<file path="src/common/atd_pkg.sv">
// Package with opcodes, widths and field positions for the accumulator transfer decoder.
package atd_pkg;
    localparam int          INSN_W            = 10;
    localparam int          ACC_W             = 4;
    localparam int          FILE_W            = 4;
    localparam int          PTR_W             = 4;
    localparam int          CONV_W            = 10;
    localparam int          RAM_DEPTH         = 16;
    localparam int          IMM_W             = 4;
    localparam int          PFX_W             = 6;
    localparam logic [9:0]  OP_WAKE_ONE       = 10'h259;
    localparam logic [9:0]  OP_WAKE_TWO       = 10'h25A;
    // Opcode for the conversion-low transfer, a free slot next to the other loads.
    localparam logic [9:0]  OP_CONV_LOW       = 10'h24F;
    localparam logic [5:0]  OP_RAM_XOR_PFX    = 6'h2C;
    localparam logic [3:0]  ACC_RESET         = 4'h0;
    localparam logic [3:0]  FILE_RESET        = 4'h0;
    localparam logic [1:0]  CONV_LOW_FILL     = 2'h0;
    typedef enum logic [2:0] {
        ATD_OP_NONE,
        ATD_OP_WAKE_ONE,
        ATD_OP_WAKE_TWO,
        ATD_OP_CONV_LOW,
        ATD_OP_RAM_XOR
    } atd_op_e;
endpackage

</file>
<file path="src/core/atd_decoder.sv">
// Decoder and execute logic for four accumulator load instructions.
`timescale 1ns/100ps
// Summary of operation
// - Opcode 1001011001 copies wake control one into accumulator, one cycle, carry kept.
// - Opcode 1001011010 copies wake control two into accumulator, one cycle, carry kept.
// - Conversion-low load puts conversion bits one, zero into accumulator bits three, two.
// - Conversion-low load clears accumulator bits one and zero.
// - Opcode 101100jjjj is RAM load with immediate, one cycle, carry kept, no skip.
// - RAM load fills accumulator from RAM word at the data pointer.
// - RAM load replaces file selector with its XOR against the immediate.
module atd_decoder
    import atd_pkg::*;
(
    input  wire logic               clk_i,
    input  wire logic               nrst_i,
    input  wire logic               insn_valid_i,
    input  wire logic [INSN_W-1:0]  insn_i,
    input  wire logic [ACC_W-1:0]   wake_ctrl_one_i,
    input  wire logic [ACC_W-1:0]   wake_ctrl_two_i,
    input  wire logic [CONV_W-1:0]  conv_result_i,
    input  wire logic [PTR_W-1:0]   data_pointer_i,
    input  wire logic               ram_wr_en_i,
    input  wire logic [PTR_W-1:0]   ram_wr_addr_i,
    input  wire logic [ACC_W-1:0]   ram_wr_data_i,
    input  wire logic               carry_flag_i,
    output logic      [ACC_W-1:0]   acc_o,
    output logic      [FILE_W-1:0]  file_sel_o,
    output logic                    carry_flag_o,
    output logic                    skip_o,
    output logic                    done_o
);
    ////////////////////////////////////////////////////////////////////////////////
    atd_op_e           op_nxt;
    atd_op_e           op_r;
    logic [ACC_W-1:0]  ram_word;
    logic [ACC_W-1:0]  acc_r;
    logic [ACC_W-1:0]  acc_nxt;
    logic [FILE_W-1:0] file_r;
    logic [FILE_W-1:0] file_nxt;
    logic [IMM_W-1:0]  imm;
    logic              carry_r;
    logic              done_r;

    assign imm = insn_i[IMM_W-1:0];

    // Opcode decode.
    always_comb begin
        op_nxt = ATD_OP_NONE;
        if (insn_valid_i) begin
            if (insn_i == OP_WAKE_ONE) begin
                op_nxt = ATD_OP_WAKE_ONE;
            end else if (insn_i == OP_WAKE_TWO) begin
                op_nxt = ATD_OP_WAKE_TWO;
            end else if (insn_i == OP_CONV_LOW) begin
                op_nxt = ATD_OP_CONV_LOW;
            end else if (insn_i[INSN_W-1:IMM_W] == OP_RAM_XOR_PFX) begin
                op_nxt = ATD_OP_RAM_XOR;
            end
        end
    end

    // RAM read is registered, so the accumulator update lands one edge later.
    atd_ram u_ram (
        .clk_i     (clk_i),
        .wr_en_i   (ram_wr_en_i),
        .wr_addr_i (ram_wr_addr_i),
        .wr_data_i (ram_wr_data_i),
        .rd_addr_i (data_pointer_i),
        .rd_data_o (ram_word)
    );

    ////////////////////////////////////////////////////////////////////////////////
    // Accumulator and file selector values computed in the same cycle as decode.
    always_comb begin
        acc_nxt  = acc_r;
        file_nxt = file_r;
        case (op_nxt)
            ATD_OP_WAKE_ONE: begin
                acc_nxt = wake_ctrl_one_i;
            end
            ATD_OP_WAKE_TWO: begin
                acc_nxt = wake_ctrl_two_i;
            end
            ATD_OP_CONV_LOW: begin
                acc_nxt = {conv_result_i[1:0], CONV_LOW_FILL};
            end
            ATD_OP_RAM_XOR: begin
                file_nxt = file_r ^ imm;
            end
            default: begin
                acc_nxt = acc_r;
            end
        endcase
    end

    always_ff @(posedge clk_i) begin
        if (!nrst_i) begin
            op_r <= ATD_OP_NONE;
        end else begin
            op_r <= op_nxt;
        end
    end

    // Accumulator register; RAM data arrive on the registered read port.
    always_ff @(posedge clk_i) begin
        if (!nrst_i) begin
            acc_r <= ACC_RESET;
        end else if (op_r == ATD_OP_RAM_XOR) begin
            acc_r <= (op_nxt == ATD_OP_NONE) ? ram_word : acc_nxt;
        end else begin
            acc_r <= acc_nxt;
        end
    end

    always_ff @(posedge clk_i) begin
        if (!nrst_i) begin
            file_r <= FILE_RESET;
        end else begin
            file_r <= file_nxt;
        end
    end

    // Carry passes through untouched by every decoded instruction.
    always_ff @(posedge clk_i) begin
        if (!nrst_i) begin
            carry_r <= 1'b0;
        end else begin
            carry_r <= carry_flag_i;
        end
    end

    always_ff @(posedge clk_i) begin
        if (!nrst_i) begin
            done_r <= 1'b0;
        end else begin
            done_r <= (op_nxt != ATD_OP_NONE);
        end
    end

    // Accumulator shows RAM data as soon as the read port delivers it.
    always_comb begin
        if (op_r == ATD_OP_RAM_XOR) begin
            acc_o = ram_word;
        end else begin
            acc_o = acc_r;
        end
    end

    assign file_sel_o   = file_r;
    assign carry_flag_o = carry_r;
    assign skip_o       = 1'b0;
    assign done_o       = done_r;
endmodule

</file>
<file path="src/core/atd_ram.sv">
// Small RAM word store with a registered read port.
`timescale 1ns/100ps
module atd_ram
    import atd_pkg::*;
(
    input  wire logic              clk_i,
    input  wire logic              wr_en_i,
    input  wire logic [PTR_W-1:0]  wr_addr_i,
    input  wire logic [ACC_W-1:0]  wr_data_i,
    input  wire logic [PTR_W-1:0]  rd_addr_i,
    output logic      [ACC_W-1:0]  rd_data_o
);
    logic [ACC_W-1:0] mem_r [RAM_DEPTH];

    always_ff @(posedge clk_i) begin
        if (wr_en_i) begin
            mem_r[wr_addr_i] <= wr_data_i;
        end
    end

    always_ff @(posedge clk_i) begin
        rd_data_o <= mem_r[rd_addr_i];
    end
endmodule

</file>
<file path="config.mk">
export PLATFORM = sky130hd
export DESIGN_NAME = atd_decoder
export DESIGN_NICKNAME = d
export VERILOG_FILES = /design/src/common/atd_pkg.sv /design/src/core/atd_decoder.sv /design/src/core/atd_ram.sv
export SDC_FILE = /design/constraint.sdc
export NUM_CORES = 1
export LEC_CHECK = 0
export ABC_AREA = 1
export ABC_CLOCK_PERIOD_IN_PS = 1750
export BUFFER_PORTS_ARGS = -buffer_cell sky130_fd_sc_hd__buf_2
export CORE_ASPECT_RATIO = 0.7
export CORE_UTILIZATION = 35
export CTS_CLUSTER_DIAMETER = 80
export CTS_CLUSTER_SIZE = 40
export DETAILED_ROUTE_END_ITERATION = 10
export PLACE_DENSITY_LB_ADDON = 0.12
export SLEW_MARGIN = 20
export SYNTH_ARGS = -nofsm -noshare
export SYNTH_HDL_FRONTEND = slang
export SYNTH_SLANG_ARGS = --single-unit
export TNS_END_PERCENT = 100
</file>
<file path="constraint.sdc">
create_clock -name clk_i -period 1.75 [get_ports clk_i]
set_clock_uncertainty 0.05 [all_clocks]
set_input_delay 0.2625 -clock clk_i [delete_from_list [all_inputs] [get_ports clk_i]]
set_output_delay 0.2625 -clock clk_i [all_outputs]
set_load 0.01 [all_outputs]
</file>
==> impl_metrics.json, run 1 <==
{
  "status": "finished, final reports clean",
  "number_of_unique_standard_cell_types_used_by_synthesis": 28,
  "netSwitchingFraction_pct": 20.64,
  "die_w_um": 123.5,
  "dieArea_um2": 10750,
  "setup.worst_path.class": "register to output pin",
  "drv_cap": 0,
  "global_route.usage.met2_pct": 20.77,
  "clockRootBuffer": "clkbuf_16",
  "grt_setup_unrepaired": "no",
  "worstSetupPathDepth": 6,
  "min_path_type": "primary input to register",
  "hold_depth": 3,
  "num_vias": 2526,
  "synth_largest_area_cell": "edfxtp_1",
  "power.combinational.fraction_pct": 6.6,
  "power_per_cell_area_nw_per_um2": 988.3,
  "first_pass_iters": 4,
  "row_count": 30,
  "ir_drop_mv": 0.5553,
  "critical_path.cell_chain": "nor2_1 -> nand2_1 -> inv_2 -> nor2_1 -> nor2_1 -> buf_2",
  "groute.layer.met1.usage_pct": 24.86,
  "internal-power_w": 0.003382,
  "area_growth_syn_to_layout_pct": 19.24,
  "synthDominantCellAreaShare_pct": 53.15,
  "finalNonFillerCells": 521,
  "initial_core_util_pct": 36.63,
  "cts.sink_count": 81,
  "drive_above_1_share_pct": 22.65,
  "global_route.usage.met3_pct": 5.759,
  "yosysSeqAreaShare_pct": 62.56,
  "netlist_instances": 334,
  "number_of_antenna_violating_nets_in_the_routed_design": 0,
  "worst_path_max_delay_cell": "dfxtp_1",
  "final_min_period_over_clock_period_pct": 90.01,
  "antenna-diode-count": 0,
  "syn_area_um2": 3616,
  "max_stage_delay_ns": 0.29,
  "period_needed_ns": 1.575,
  "fp.coreArea_um2": 9872,
  "setup-violations-final": 0,
  "dp.cells": 505,
  "grt_first_pass_wirelength_um": 12210,
  "wire_per_inst_um": 15.05,
  "path_buf_inv": 2,
  "timing.critical_path.fanout_max": 5,
  "track_usage_pct": 16.26,
  "static-leakage-power_nw": 1.775,
  "gr-total-overflow": 0,
  "yosysWarnings": 0,
  "grt_most_used_layer": "met1",
  "worstSetupStartpointType": "register",
  "slew_viol_final": 0,
  "htreeDepth": 3,
  "floorplan.die.height_um": 87.04,
  "synth-seq-cells": 81,
  "first_drt_iteration_drcs": 172,
  "worst_path_dominant_cell_family": "simple AND/OR/NAND/NOR gates",
  "cp_common_cell": "nor2_1",
  "clock_tree.buffer_depth": 2,
  "power_frac_seq_pct": 49.9,
  "synth_area_per_cell_um2": 10.83,
  "drt_wl_total_um": 7842,
  "worst_skew_pair.late_latency_ns": 0.34,
  "drcViolationCount": 0,
  "netSwitchingPower_w": 0.0008794,
  "setup_tns_ns": 0,
  "antenna_violations_before_repair": 0,
  "crit_arrival_ns": 1.26,
  "ff2ff_path_depth": 7,
  "viasPerCell": 4.848,
  "synth.area.top_cells": "edfxtp_1 53%, dfxtp_1 9.4%, nor2_1 4.5%, mux2i_1 4.4%, inv_1 4.3%",
  "port_buffers": 46,
  "final-hold-violation-count": 0,
  "synth_fp_nets": 379,
  "worstReg2RegStart": "op_r[1]",
  "boundaryPins": 56,
  "origin_of_the_worst_setup_path": "op_r[1]",
  "tritoncts_clock_tree": "built",
  "worstSetupEndpointType": "output pin",
  "fmax_mhz": 634.8,
  "power_frac_clock_pct": 43.5,
  "grt_pass1_vias": 2243,
  "worstPathRequired_ns": 1.44,
  "clk_transition_reported_paths_ns": 0.06,
  "hpwlAfterDp_um": 5673,
  "finalNetCount": 433,
  "gp_routability_congestion": 0.7510,
  "hold_path.startpoint": "carry_flag_i",
  "largest_net_degree_at_the_start_of_global_routing": 17,
  "cts_buf_count": 9
}
[kinds of logic (layout without fill, tap and decap cells)]
logic type | count (synthesis) | count (layout) | synth area share [%]
AO/OA/AOI/OAI | 58 | 58 | 9.308
buffers and inverters | 57 | 116 | 7.059
flip-flops | 81 | 81 | 62.56
multiplexers | 16 | 16 | 4.429
other | 1 | 1 | 0.1037
AND/OR/NAND/NOR | 121 | 121 | 16.54
[path summary, 6_finish.rpt]
path / end / slack [ns]
worst max-delay path: acc_o[2] / 0.17
worst min-delay path: carry_flag_o / 0.06
worst max register to register: acc_r[0] / 0.58
worst min register to register: acc_r[2] / 0.54
[repair_timing]
item                       in CTS  in global routing
hold buffers                    0                  0
setup endpoints to repair       0                  3
resized for setup               0                  1
setup buffers                   0                  0
[cell usage in the layout, fill, tap and decap left out, drive strengths merged, types with 17 or more instances in the layout]
| cell | instances |
|---|---|
| dfxtp | 17 |
| buf | 57 |
| nand2 | 33 |
| nor2 | 48 |
| o21ai | 25 |
| edfxtp | 64 |
| nand3 | 18 |
| inv | 43 |
[state kept, by name, indices dropped and copies added (netlist names)]
signal / count
carry_flag_o: 1
done_o: 1
u_ram.rd_data_o: 4
u_ram.mem_r: 64
op_r: 3
acc_r: 4
file_sel_o: 4
[layer usage]
layer | share of wire (%) | vias to the layer above | wire length, um
met5 | 0 | - | 0
met4 | 0.73 | 0 | 57
met3 | 6.2 | 4 | 483
met2 | 41 | 57 | 3202
met1 | 52 | 1195 | 4098
li1 | - | 1270 | -
[cell usage after synthesis]
cell / n
a21oi_1: 16
mux2i_1: 16
buf_4: 3
o211ai_1: 16
nand2_4: 1
nor3_1: 4
nor2_2: 3
clkbuf_1: 4
nand4_2: 1
conb_1: 1
nor3b_1: 4
inv_2: 2
nand4_1: 13
dfxtp_1: 17
nand2_1: 27
nand3_1: 16
buf_2: 4
nor2_4: 2
a21boi_2: 1
nor2_1: 43
nand2_2: 5
o21ai_0: 25
clkbuf_8: 1
nand3_2: 1
edfxtp_1: 64
buf_6: 2
inv_1: 41
nand3_4: 1
[per-stage QoR]
step / setup slack, ns / util, % / power [W] / cell area [um2] / hold WS (ns)
final: 0.1748 / 43.68 / 0.004261 / 4312 / 0.06475
after global routing: 0.02146 / 43.68 / 0.004436 / 4312 / 0.09573
after CTS: 0.1047 / 43.68 / 0.004319 / 4312 / 0.05238
after detailed placement: 0.1636 / 40.60 / 0.002452 / 4008 / 0.4075
after global placement: 0.1668 / 40.60 / 0.002449 / 4008 / 0.3994
after floorplan: 0.4560 / - / 0.002318 / 3616 / 0.3060
[power groups by stage]
stage,logic [W],registers [W],clock network (W)
2_1_floorplan,0.000150,0.00217,0
4_1_cts,0.000285,0.00213,0.00191
6_report,0.000281,0.00213,0.00185
3_5_place_dp,0.000284,0.00217,0
3_3_place_gp,0.000281,0.00217,0
5_1_grt,0.000313,0.00213,0.00199
[layout make-up]
type	count	area [um2]
clock buffer	15	299.0
clock inverter	1	5.005
fill	951	5560
inverter	43	161.4
multi-input combinational	196	1099
sequential	81	2262
tap	128	160.2
timing repair buffer	57	325.3
[worst register-to-register path, cell delays in order, from the launching register on]
cell and delay (ns):
dfxtp_1 0.29, nor2_1 0.09, nand2_1 0.13, inv_2 0.13, nand4_1 0.17, nand2_1 0.12, nor2_1 0.04, nor2_1 0.08
(Power assumes the default switching activity.)
==> run 2, diff against run 1 <==
--- a/config.mk
+++ b/config.mk
@@ -8,11 +8,14 @@
 export ABC_AREA = 1
 export ABC_CLOCK_PERIOD_IN_PS = 1750
 export BUFFER_PORTS_ARGS = -buffer_cell sky130_fd_sc_hd__buf_2
+export CELL_PAD_IN_SITES_DETAIL_PLACEMENT = 1
+export CELL_PAD_IN_SITES_GLOBAL_PLACEMENT = 1
 export CORE_ASPECT_RATIO = 0.7
 export CORE_UTILIZATION = 35
 export CTS_CLUSTER_DIAMETER = 80
-export CTS_CLUSTER_SIZE = 40
+export CTS_CLUSTER_SIZE = 24
 export DETAILED_ROUTE_END_ITERATION = 10
+export MAX_ROUTING_LAYER = met4
 export PLACE_DENSITY_LB_ADDON = 0.12
 export SLEW_MARGIN = 20
 export SYNTH_ARGS = -nofsm -noshare
==> impl_metrics.json, run 2 (synthesis results as in run 1) <==
{
  "fmax_mhz": 625.4,
  "track_usage_pct": 18.33,
  "num_vias": 2547,
  "die_w_um": 123.5,
  "row_count": 30,
  "dieArea_um2": 10750,
  "fp.coreArea_um2": 9872,
  "timing.hold.worst_endpoint": "carry_flag_o",
  "tritoncts_clock_tree": "built",
  "slew_viol_final": 0,
  "power.combinational.fraction_pct": 6.1,
  "netSwitchingFraction_pct": 20.66,
  "hpwlAfterDp_um": 6366,
  "area_growth_syn_to_layout_pct": 18.65,
  "worstReg2RegStart": "u_ram.mem_r[12][0]",
  "first_drt_iteration_drcs": 130,
  "hold_path.startpoint": "carry_flag_i",
  "wire_per_inst_um": 17.14,
  "number_of_antenna_violating_nets_in_the_routed_design": 0,
  "layout_commonest_cell": "edfxtp_1",
  "finalNetCount": 425,
  "timing.critical_path.fanout_max": 5,
  "min_path_type": "primary input to register",
  "drv_cap": 0,
  "ir_drop_mv": 0.5721,
  "worst_skew_pair.late_latency_ns": 0.33,
  "drt_wl_total_um": 8791,
  "dr_wl_met2_um": 3512,
  "first_pass_iters": 4,
  "setup.worst_path.class": "register to output pin",
  "antenna-diode-count": 0,
  "status": "finished, final reports clean",
  "registers.top_by_ff_count": "u_ram.mem_r",
  "drcViolationCount": 0,
  "gr-total-overflow": 0,
  "antenna_violations_before_repair": 0,
  "clk_transition_reported_paths_ns": 0.06,
  "largest_register_ffs": 64,
  "initial_core_util_pct": 36.63,
  "viasPerCell": 4.965,
  "crit_arrival_ns": 1.29,
  "floorplan.die.height_um": 87.04,
  "hold_depth": 3,
  "worstSetupStartpointType": "register",
  "ff2ff_setup_slack_ns": 0.53,
  "met3WireLength_um": 394,
  "ff2ff_path_depth": 4,
  "worstSetupEndpointType": "output pin",
  "setup_tns_ns": 0,
  "grt_first_pass_wirelength_um": 13460,
  "postCtsSetupBuffers": 0,
  "cts.sink_count": 81,
  "layout.cells.most_common_list": "64 x edfxtp_1, 46 x buf_2, 43 x nor2_1, 40 x inv_1, 27 x nand2_1",
  "static-leakage-power_nw": 1.746,
  "final-hold-violation-count": 0,
  "htreeDepth": 3,
  "power_frac_seq_pct": 46.9,
  "period_needed_ns": 1.599,
  "port_buffers": 46,
  "maxUsedRoutingLayer": "met4",
  "netSwitchingPower_w": 0.0009377,
  "clockRootBuffer": "clkbuf_16",
  "final_min_period_over_clock_period_pct": 91.36,
  "power_per_cell_area_nw_per_um2": 1058,
  "grt_setup_unrepaired": "no",
  "timing.rr.end": "u_ram.rd_data_o[0]",
  "worstPathRequired_ns": 1.44,
  "power_frac_clock_pct": 47.0,
  "internal-power_w": 0.003602,
  "largest_net_degree_at_the_start_of_global_routing": 49,
  "cts_buf_count": 9,
  "grt_pass1_vias": 2452,
  "drive_above_1_share_pct": 21.30,
  "gp_routability_congestion": 0.7443,
  "boundaryPins": 56,
  "fin_util_pct": 43.46,
  "clock_tree.buffer_depth": 2,
  "met1_length_um": 4831,
  "setup-violations-final": 0
}
==> run 2: layer usage <==
| layer | track usage [%] | up-vias |
|---|---|---|
| met5 | - | - |
| met1 | 27.97 | 1234 |
| met4 | 5.696 | 0 |
| met3 | 4.843 | 6 |
| met2 | 22.96 | 51 |
| li1 | - | 1256 |
==> run 2: through the flow <==
stage               setup slack [ns]  hold slack (ns)  power, W  std cells  instance area [um2]
floorplan                     0.4560           0.3060  0.002318        334                 3616
global placement              0.1316           0.3994  0.002440        497                 3948
detailed placement            0.1014           0.4156  0.002449        497                 3948
CTS                          0.07382          0.06273  0.004596        513                 4290
global route                 0.01603          0.07602  0.004694        513                 4290
finish                        0.1511          0.07206  0.004540        513                 4290
==> run 2: power by group through the flow <==
stage | clock network, W | registers, W | logic [W]
6_report | 0.00213 | 0.00213 | 0.000277
5_1_grt | 0.00226 | 0.00213 | 0.000309
4_1_cts | 0.00219 | 0.00213 | 0.000281
3_5_place_dp | 0 | 0.00217 | 0.000280
3_3_place_gp | 0 | 0.00217 | 0.000273
2_1_floorplan | 0 | 0.00217 | 0.000150
==> run 2: cell type report <==
cell class	count	area (um2)
fill	1084	5582
sequential	81	2262
timing repair buffer	49	265.3
tap	128	160.2
multi-input combinational	196	1099
clock buffer	9	225.2
clock inverter	7	117.6
inverter	43	161.4
==> run 2: timing repair <==
item | CTS | global route
resized for setup | 0 | 1
setup endpoints to repair | 0 | 4
hold buffers | 0 | 0
==> run 2: how the worst max path moves through the flow <==
stage / from / endpoint
floorplan: insn_i[8] / acc_r[0]
global placement: insn_i[8] / acc_r[0]
detailed placement: insn_i[5] / file_sel_o[3]
CTS: op_r[1] / acc_o[3]
global route: op_r[1] / acc_o[0]
finish: op_r[1] / acc_o[2]
==> run 2: critical path, cell delays in order (launching register included) <==
cell and delay, ns:
dfxtp_1 0.30, nor2_1 0.09, nand2_1 0.13, inv_2 0.13, nor2_1 0.05, nor2_1 0.11, buf_2 0.15
==> run 3, diff against run 2 <==
--- a/config.mk
+++ b/config.mk
@@ -15,8 +15,10 @@
 export CTS_CLUSTER_DIAMETER = 80
 export CTS_CLUSTER_SIZE = 24
 export DETAILED_ROUTE_END_ITERATION = 10
+export HOLD_SLACK_MARGIN = 0.05
 export MAX_ROUTING_LAYER = met4
 export PLACE_DENSITY_LB_ADDON = 0.12
+export SETUP_SLACK_MARGIN = 0.3
 export SLEW_MARGIN = 20
 export SYNTH_ARGS = -nofsm -noshare
 export SYNTH_HDL_FRONTEND = slang
==> impl_metrics.json, run 3 (synthesis results as in run 1) <==
{
  "power_per_cell_area_nw_per_um2": 1048,
  "status": "finished, final reports clean",
  "worstSetupEndpointType": "output pin",
  "port_buffers": 46,
  "final-hold-violation-count": 0,
  "cts_buf_count": 9,
  "power_w": 0.004553,
  "slew_viol_final": 0,
  "setup.worst_path.class": "register to output pin",
  "min_path_type": "primary input to register",
  "dieArea_um2": 10750,
  "largest_register_ffs": 64,
  "setup-violations-final": 0,
  "internal-power_w": 0.003603,
  "netSwitchingPower_w": 0.0009504,
  "cts.sink_count": 81,
  "clk_transition_reported_paths_ns": 0.06,
  "static-leakage-power_nw": 1.761,
  "antenna-diode-count": 0,
  "power_frac_clock_pct": 47.1,
  "worstPathRequired_ns": 1.44,
  "postCtsHoldBufs": 0,
  "drv_cap": 0,
  "ir_drop_mv": 0.5722,
  "htreeDepth": 3,
  "largest_net_degree_at_the_start_of_global_routing": 49,
  "registers.top_by_ff_count": "u_ram.mem_r",
  "tritoncts_clock_tree": "built",
  "crit_arrival_ns": 1.25,
  "worst_skew_pair.late_latency_ns": 0.34,
  "viasPerCell": 4.965,
  "fin_util_pct": 43.99,
  "clock_tree.buffer_depth": 2,
  "fmax_mhz": 639.2,
  "grt_setup_unrepaired": "yes",
  "drt_wl_total_um": 8853,
  "drcViolationCount": 0,
  "period_needed_ns": 1.565,
  "final_min_period_over_clock_period_pct": 89.40,
  "gr-total-overflow": 0,
  "netSwitchingFraction_pct": 20.88,
  "antenna_violations_before_repair": 0,
  "power.combinational.fraction_pct": 6.2,
  "number_of_antenna_violating_nets_in_the_routed_design": 0,
  "layout_commonest_cell": "edfxtp_1",
  "num_vias": 2557,
  "grt_first_pass_wirelength_um": 13430,
  "power_frac_seq_pct": 46.8,
  "worstSetupStartpointType": "register",
  "finalNetCount": 427,
  "clockRootBuffer": "clkbuf_16",
  "die_w_um": 123.5,
  "timing.critical_path.fanout_max": 5,
  "area_growth_syn_to_layout_pct": 20.10,
  "hpwlAfterDp_um": 6366,
  "first_drt_iteration_drcs": 125,
  "floorplan.die.height_um": 87.04,
  "drive_above_1_share_pct": 23.51,
  "fp.coreArea_um2": 9872,
  "setup_tns_ns": 0,
  "boundaryPins": 56,
  "initial_core_util_pct": 36.63,
  "layout.cells.most_common_list": "64 x edfxtp_1, 46 x buf_2, 40 x inv_1, 38 x nor2_1, 26 x nand2_1",
  "wire_per_inst_um": 17.19,
  "gp_routability_congestion": 0.7443,
  "first_pass_iters": 4,
  "row_count": 30,
  "grt_pass1_vias": 2447,
  "track_usage_pct": 18.30
}
run 3: per-stage QoR:
stage / setup WS (ns) / instance area, um2 / cells / hold slack [ns]
final: 0.1855 / 4343 / 515 / 0.07054
after CTS: 0.1586 / 4300 / 514 / 0.06273
after detailed placement: 0.1014 / 3948 / 497 / 0.4156
after global placement: 0.1316 / 3948 / 497 / 0.3994
after global routing: 0.1155 / 4343 / 515 / 0.07602
after floorplan: 0.4560 / 3616 / 334 / 0.3060
run 3: worst paths after layout:
| kind | from | endpoint | slack, ns | depth (start not counted) |
|---|---|---|---|---|
| setup / recovery | op_r[0] | acc_o[2] | 0.19 | 6 |
| hold / removal | carry_flag_i | carry_flag_o | 0.07 | 3 |
| setup reg to reg | op_r[1] | acc_r[2] | 0.39 | 9 |
| hold reg to reg | file_sel_o[0] | file_sel_o[0] | 0.56 | 3 |
run 3: per-layer routing:
layer | global-route usage [%] | part of all wire (%)
met4 | 5.696 | 1.1
met1 | 27.88 | 56
met3 | 4.843 | 4.2
met2 | 22.96 | 39
met5 | - | 0
run 3: cell type report:
type                       count  area [um2]
clock inverter                 7       117.6
sequential                    81        2263
multi-input combinational    196        1132
clock buffer                   9       225.2
tap                          128       160.2
inverter                      43       163.9
fill                        1083        5529
timing repair buffer          51       280.3
run 3: critical path: stages (launching register included):
cell     delay (ns)
dfxtp_2        0.32
nor2_4         0.11
nand2_4        0.09
inv_4          0.09
nor2_1         0.05
nor2_1         0.11
buf_2          0.15
run 3: repair_timing:
action / CTS / global route
resized for setup: 2 / 10
endpoints found under the setup margin: 4 / 5
setup buffers: 1 / 1
pin swaps: 4 / 5
run 3: power groups by stage:
stage | clock network (W) | logic, W | registers, W
after floorplan | 0 | 0.000150 | 0.00217
after global placement | 0 | 0.000273 | 0.00217
after detailed placement | 0 | 0.000280 | 0.00217
after CTS | 0.00219 | 0.000282 | 0.00213
after global routing | 0.00226 | 0.000311 | 0.00213
final | 0.00214 | 0.000281 | 0.00213
